[src/shared/wdsr_pkg.sv]
package wdsr_pkg;
	localparam int WDSR_EARLY_BIT = 0;
	localparam int WDSR_TIMEOUT_BIT = 1;
	localparam int WDSR_SEQ_FAULT_BIT = 2;
	localparam int WDSR_CHANGED_BIT = 3;
	localparam int WDSR_INVALID_BIT = 4;
	localparam int WDSR_ANS_ERR_BIT = 5;
	localparam int WDSR_COUNT_LSB = 6;
	localparam logic [6:0] WDSR_WIN1_RESET = 7'h7F;
	localparam logic [4:0] WDSR_WIN2_RESET = 5'h18;
	localparam logic [6:0] WDSR_WIN1_ZERO = 7'h00;
	localparam logic [4:0] WDSR_WIN2_ZERO = 5'h00;
	localparam logic [7:0] WDSR_BYTE_RESET = 8'h00;
	localparam logic [2:0] WDSR_ANSWERS_PER_SEQ = 3'h4;

	// Sequence events seen by the flag logic in one cycle.
	typedef struct packed {
		logic seq_start;
		logic seq_end;
		logic in_window1;
		logic trigger;
	} wdsr_seq_t;

	// Register access strobes of the serial command decoder.
	typedef struct packed {
		logic flags_rd;
		logic flags_wr;
		logic resp_wr;
		logic [7:0] wdata;
	} wdsr_acc_t;

	typedef struct packed {
		logic early;
		logic timeout;
		logic seq_fault;
		logic changed;
		logic invalid;
		logic ans_err;
		logic [2:0] answers;
		logic trig_seen;
		logic [6:0] win1_prev;
		logic [4:0] win2_prev;
		logic [7:0] resp_byte;
		logic [7:0] rd_data;
		logic resp_valid;
	} wdsr_state_t;
endpackage

[src/design/wdsr_top.sv]
`timescale 1ns/1ns
`default_nettype none

// How it works
// RULE1: The invalid-window flag is one whenever either window duration is zero.
// RULE2: The window-changed flag sets when a window duration changes and clears at sequence start.
// RULE3: In answer mode a wrong or mistimed response byte sets the sequence-fault flag; the code sets it for a wrong byte or one after the fourth.
// RULE4: In trigger mode a sequence ending without a trigger sets the time-out flag.
// RULE5: In answer mode a sequence ending with fewer than four bytes sets the time-out flag.
// RULE6: The time-out flag clears on a read, on a good or bad sequence end, and in reset; the code sets it instead at an unserved sequence end.
// RULE7: In the diagnostic state a written one sets the time-out flag, which then signals failure.
// RULE8: Four bytes completed or a trigger seen in the first window set the premature flag.
// RULE9: Responses arrive as written bytes and the response register cannot be read back.
// RULE10: The host may use the time-out flag to realign its servicing, at its own choice.
// RULE11: In answer mode the top status bits report the count of received bytes; the code shows the low two bits, so four reads as zero.
// RULE12: Outside diagnostics flag writes are ignored and only the time-out flag clears on read.
module wdsr_top
	import wdsr_pkg::*;
(
	input wire logic mclk,
	input wire logic rst,
	input wire logic qa_mode,
	input wire logic diag_state,
	input wire logic [6:0] first_window_duration,
	input wire logic [4:0] second_window_duration,
	input wire wdsr_seq_t seq,
	input wire logic error_trigger_pin,
	input wire wdsr_acc_t acc,
	input wire logic [7:0] expected_answer,
	output logic [7:0] flags_rdata,
	output logic [7:0] response_byte,
	output logic response_valid,
	output logic wd_failure,
	output logic good_event,
	output logic bad_event
);
	wdsr_state_t st_q;
	wdsr_state_t st_d;
	logic trig;
	logic answer;
	logic wrong;
	logic late;
	logic fourth;
	logic missing;
	logic changing;
	logic [7:0] flags;
	logic [2:0] count_base;

	// The pin is only a service trigger in trigger mode.
	assign trig = !qa_mode && error_trigger_pin && seq.trigger;
	assign answer = qa_mode && acc.resp_wr;
	assign wrong = answer && (acc.wdata != expected_answer);
	// A byte that lands with the start strobe belongs to the new sequence and counts from zero.
	assign count_base = seq.seq_start ? 3'h0 : st_q.answers;
	assign late = answer && (count_base >= WDSR_ANSWERS_PER_SEQ);
	assign fourth = answer && (count_base == WDSR_ANSWERS_PER_SEQ - 3'h1);
	assign missing = qa_mode ? (st_q.answers < WDSR_ANSWERS_PER_SEQ) : !st_q.trig_seen; // RULE4 RULE5
	assign changing = (first_window_duration != st_q.win1_prev) ||
		(second_window_duration != st_q.win2_prev);

	always_comb begin
		flags = 8'h00;
		flags[WDSR_EARLY_BIT] = st_q.early;
		flags[WDSR_TIMEOUT_BIT] = st_q.timeout;
		flags[WDSR_SEQ_FAULT_BIT] = st_q.seq_fault;
		flags[WDSR_CHANGED_BIT] = st_q.changed;
		flags[WDSR_INVALID_BIT] = st_q.invalid;
		flags[WDSR_ANS_ERR_BIT] = st_q.ans_err;
		if (qa_mode) begin
			flags[WDSR_COUNT_LSB +: 2] = st_q.answers[1:0]; // RULE11
		end
	end

	always_comb begin
		st_d = st_q;
		st_d.resp_valid = 1'b0;
		st_d.win1_prev = first_window_duration;
		st_d.win2_prev = second_window_duration;
		st_d.invalid = (first_window_duration == WDSR_WIN1_ZERO) ||
			(second_window_duration == WDSR_WIN2_ZERO); // RULE1
		if (acc.flags_rd) begin
			st_d.rd_data = flags;
			st_d.timeout = 1'b0; // RULE6 RULE12
		end
		if (seq.seq_end) begin
			st_d.timeout = 1'b0; // RULE6
		end
		if (seq.seq_start) begin
			st_d.changed = 1'b0; // RULE2
			st_d.seq_fault = 1'b0;
			st_d.ans_err = 1'b0;
			st_d.early = 1'b0;
			st_d.answers = 3'h0;
			st_d.trig_seen = 1'b0;
		end
		if (answer) begin
			// A byte is stored even when wrong so the checker sees what arrived.
			st_d.resp_byte = acc.wdata; // RULE9
			st_d.resp_valid = 1'b1;
			st_d.ans_err = wrong;
			if (!late) begin
				st_d.answers = count_base + 3'h1;
			end
		end
		if (trig) begin
			st_d.trig_seen = 1'b1;
		end
		// Sets come after clears so an event in a clearing cycle is never lost.
		if (changing) begin
			st_d.changed = 1'b1; // RULE2
		end
		if (wrong || late) begin
			st_d.seq_fault = 1'b1; // RULE3
		end
		if (seq.in_window1 && (trig || fourth)) begin
			st_d.early = 1'b1; // RULE8
		end
		if (seq.seq_end && missing) begin
			st_d.timeout = 1'b1; // RULE4 RULE5
		end
		if (diag_state && acc.flags_wr && acc.wdata[WDSR_TIMEOUT_BIT]) begin
			st_d.timeout = 1'b1; // RULE7 RULE12
		end
	end

	always_ff @(posedge mclk or posedge rst) begin
		if (rst) begin
			st_q <= '{
				early: 1'b0, timeout: 1'b0, seq_fault: 1'b0, changed: 1'b0,
				invalid: 1'b0, ans_err: 1'b0, answers: 3'h0, trig_seen: 1'b0,
				win1_prev: WDSR_WIN1_RESET, win2_prev: WDSR_WIN2_RESET,
				resp_byte: WDSR_BYTE_RESET, rd_data: WDSR_BYTE_RESET, resp_valid: 1'b0
			};
		end else begin
			st_q <= st_d;
		end
	end

	assign flags_rdata = st_q.rd_data;
	assign response_byte = st_q.resp_byte;
	assign response_valid = st_q.resp_valid;
	assign wd_failure = st_q.timeout; // RULE7
	// The sequence verdict is judged at its end; an unserved sequence, a sequence fault or the premature flag makes a bad end.
	assign good_event = seq.seq_end && !missing && !st_q.seq_fault && !st_q.early;
	assign bad_event = seq.seq_end && !good_event;
endmodule

`default_nettype wire

[config.mk]
export PLATFORM = sky130hd
export DESIGN_NAME = wdsr_top
export DESIGN_NICKNAME = d
export VERILOG_FILES = /design/src/shared/wdsr_pkg.sv /design/src/design/wdsr_top.sv
export SDC_FILE = /design/constraint.sdc
export NUM_CORES = 1
export LEC_CHECK = 0
export BUFFER_PORTS_ARGS = -buffer_cell sky130_fd_sc_hd__clkbuf_2
export CAP_MARGIN = 20
export CORE_UTILIZATION = 50
export CTS_BUF_LIST = sky130_fd_sc_hd__clkbuf_2 sky130_fd_sc_hd__clkbuf_4 sky130_fd_sc_hd__clkbuf_8
export DETAILED_ROUTE_END_ITERATION = 6
export PLACE_DENSITY = 0.9
export REMOVE_ABC_BUFFERS = 1
export SYNTH_ARGS = -nofsm -noshare
export SYNTH_HDL_FRONTEND = slang
export SYNTH_SLANG_ARGS = --single-unit
[constraint.sdc]
create_clock -name mclk -period 1.8 [get_ports mclk]
set_clock_uncertainty 0.1 [all_clocks]
set_input_delay 0.18 -clock mclk [delete_from_list [all_inputs] [get_ports mclk]]
set_output_delay 0.18 -clock mclk [all_outputs]
set_load 0.02 [all_outputs]
==> flow_summary.ini <==
[run_status]
status = complete, no violations

[die]
coreArea_um2 = 3390
die_h_um = 61.84
die_x_um = 61.84
start_util_pct = 52.82
die-area_um2 = 3824
io_pins = 60
core.rowCount = 21

[place]
io_buffers = 59
hpwl_um = 2437
placed_cell_area_um2 = 2014
gp_congestion = 0.7379

[cts]
numCtsBuffers = 5
clock_latency_ps = 340
clkSinkCount = 39
cts-htree-levels = 2
cts-resized-gates = 0
cts.path.max_buffers = 2
clockRootBuffer = clkbuf_4
clk_pin_slew_worst_paths_ps = 100
tritoncts = done

[grt]
grtUsageMet2_pct = 36.25
antenna_found_initial = 0
use_met1_pct = 23.23
grt_use_total_pct = 20.67
grt_pass1_vias = 1218
grt_start_max_net_pins = 40
grt_overflow = 0
gr-max-usage-layer = met2
grtUsageMet3_pct = 6.004
grt_pass1_wl_um = 5437

[drt]
wire_per_inst_um = 14.03
drtIter0Drc = 47
wl_um = 3635
drcViolationCount = 0
detail-route-antenna-nets = 0
vias = 1273
first_pass_iters = 4
via_per_inst = 4.915

[logic_synthesis]
yosysSeqAreaShare_pct = 55.14
ys.warnings.count = 0
ys_ff_latch = 39
syn_avg_cell_area_um2 = 12.79
synth_area_um2 = 1790
synth_cell_types = 32
netlist_instances = 140

[critical_path]
endpoint_kind = primary output
cp_slowest_cell = dfrtp_1
path_buf_inv = 1
cp.required_ps = 1520
crit_arrival_ps = 1390
cp_cell_sequence = mux2i_1 > nor4b_2 > nor2b_1 > clkbuf_2
cp_top_family = flip-flops
startpoint_type = flop
max_stage_delay_ps = 390
path_max_fanout = 3
critical_path_class = flop to primary output

[cells_and_area]
drive_gt1_share_pct = 46.48
syn_to_final_growth_pct = 29.70
fin_area_um2 = 2322
final_cell_mix = clkbuf_2, dfrtp_1, dlygate4sd3_1, mux2_2, xnor2_1
final_common_cell = clkbuf_2
fin_util_pct = 68.51
nets = 254
n_antenna_cell = 0

[power]
power_density_nw_per_um2 = 837.2
total_power_uw = 1944
vdd_drop_max_uv = 556.3
power.leakage_uw = 0.001097

[sta]
tightest_slew_ps = 470.3
period_needed_ps = 1670
rsz0062_at_grt = false
finalHoldViolations = 0
max_clock_freq_ghz = 0.5987
setup_viol = 0
drv_slew = 0
timing.final.crit_share_pct = 92.79
tns_ps = 0
relSlewSlack_pct = 68.65

[min_path]
hold_class = input port to flop

[job]
cap_violations = 0
==> layout make-up <==
type | count | area, um2
Inverter | 7 | 31.28
Multi-Input combinational cell | 76 | 635.6
Clock inverter | 1 | 30.03
Clock buffer | 7 | 52.55
Tap cell | 46 | 57.56
Fill cell | 250 | 1067
Timing Repair Buffer | 83 | 528.0
Sequential cell | 39 | 987.2
==> metal layers <==
| layer | vias up | wire, um |
|---|---|---|
| li1 | 603 | - |
| met1 | 609 | 1394 |
| met2 | 52 | 1963 |
| met3 | 9 | 189 |
| met4 | 0 | 88 |
| met5 | - | 0 |
==> final timing paths <==
| check | from | endpoint | slack (ps) | depth (start not counted) |
|---|---|---|---|---|
| max | st_q[32] | bad_event | 130 | 4 |
| min | seq[2] | wd_failure | 10 | 3 |
| max reg2reg | st_q[30] | flags[0] | 410 | 6 |
| min reg2reg | flags[4] | flags_rdata[4] | 390 | 1 |
| max in group asynchronous | rst | st_q[23] | 880 | 4 |
| min in group asynchronous | rst | st_q[18] | 370 | 4 |
==> cell usage after synthesis <==
library cell / number / area share (%)
a21oi_1: 2 / 0.56
and2_4: 1 / 0.49
buf_2: 1 / 0.28
buf_4: 16 / 6.7
buf_6: 1 / 0.63
dfrtp_1: 30 / 42
dfstp_2: 9 / 13
ha_1: 2 / 1.4
inv_1: 6 / 1.3
inv_6: 1 / 0.49
mux2_2: 14 / 8.8
mux2_4: 1 / 0.84
mux2i_1: 1 / 0.56
nand2_1: 5 / 1.0
nand2_8: 1 / 1.1
nand2b_4: 1 / 0.77
nand3_1: 3 / 0.84
nand3b_1: 1 / 0.42
nand4_1: 3 / 1.0
nor2b_1: 3 / 1.0
nor3_1: 1 / 0.28
nor3b_1: 1 / 0.42
nor4_1: 3 / 1.0
nor4b_2: 1 / 0.84
o2111ai_1: 1 / 0.49
o21ai_0: 6 / 1.7
o21ai_1: 1 / 0.28
o22ai_1: 1 / 0.35
o2bb2ai_1: 1 / 0.49
or4_1: 1 / 0.42
xnor2_1: 13 / 6.4
xor2_1: 8 / 3.9
==> flip-flops by register name (all words and copies together) (netlist names) <==
signal and cells:
st_q 16, flags_rdata 8, response_byte 8, flags 5, response_valid 1, wd_failure 1
==> worst min-delay path: stages <==
cell and delay, ps:
clkbuf_2 110, a21oi_1 70, nand2_1 50
==> where the power goes <==
group | switching, uW | leakage, uW | internal, uW
registers | 37.1 | 0.000460 | 955
clock network | 262 | 0.0000463 | 325
logic | 192 | 0.000590 | 174
total | 491 | 0.00110 | 1450
==> cells by family (layout without fill, tap and decap cells) <==
logic type / after synthesis / after routing / synth area share (%)
AND/OR/NAND/NOR: 25 / 25 / 9.783
multiplexers: 16 / 16 / 10.20
AO/OA/AOI/OAI: 12 / 12 / 3.844
flip-flops: 39 / 39 / 55.14
XOR/XNOR: 21 / 21 / 10.27
buffers and inverters: 25 / 98 / 9.364
adder cells (fa/ha/maj): 2 / 2 / 1.397
==> repair_timing <==
| action | 4_1_cts | 5_1_grt |
|---|---|---|
| hold buffers | 20 | 1 |
| setup endpoints to repair | 0 | 2 |
| hold endpoints to repair | 49 | 1 |
| setup buffers | 0 | 2 |
==> through the flow <==
| stage | setup slack [ps] | std cells | hold WS (ps) |
|---|---|---|---|
| after global routing | 23.14 | 259 | 8.073 |
| after CTS | 34.22 | 256 | 0.9516 |
| after floorplan | 280.2 | 122 | 84.48 |
| final | 129.8 | 259 | 9.966 |
| after detailed placement | 413.8 | 228 | 200.6 |
| after global placement | 488.8 | 228 | 194.7 |
Power figures use the tool's default switching activity.
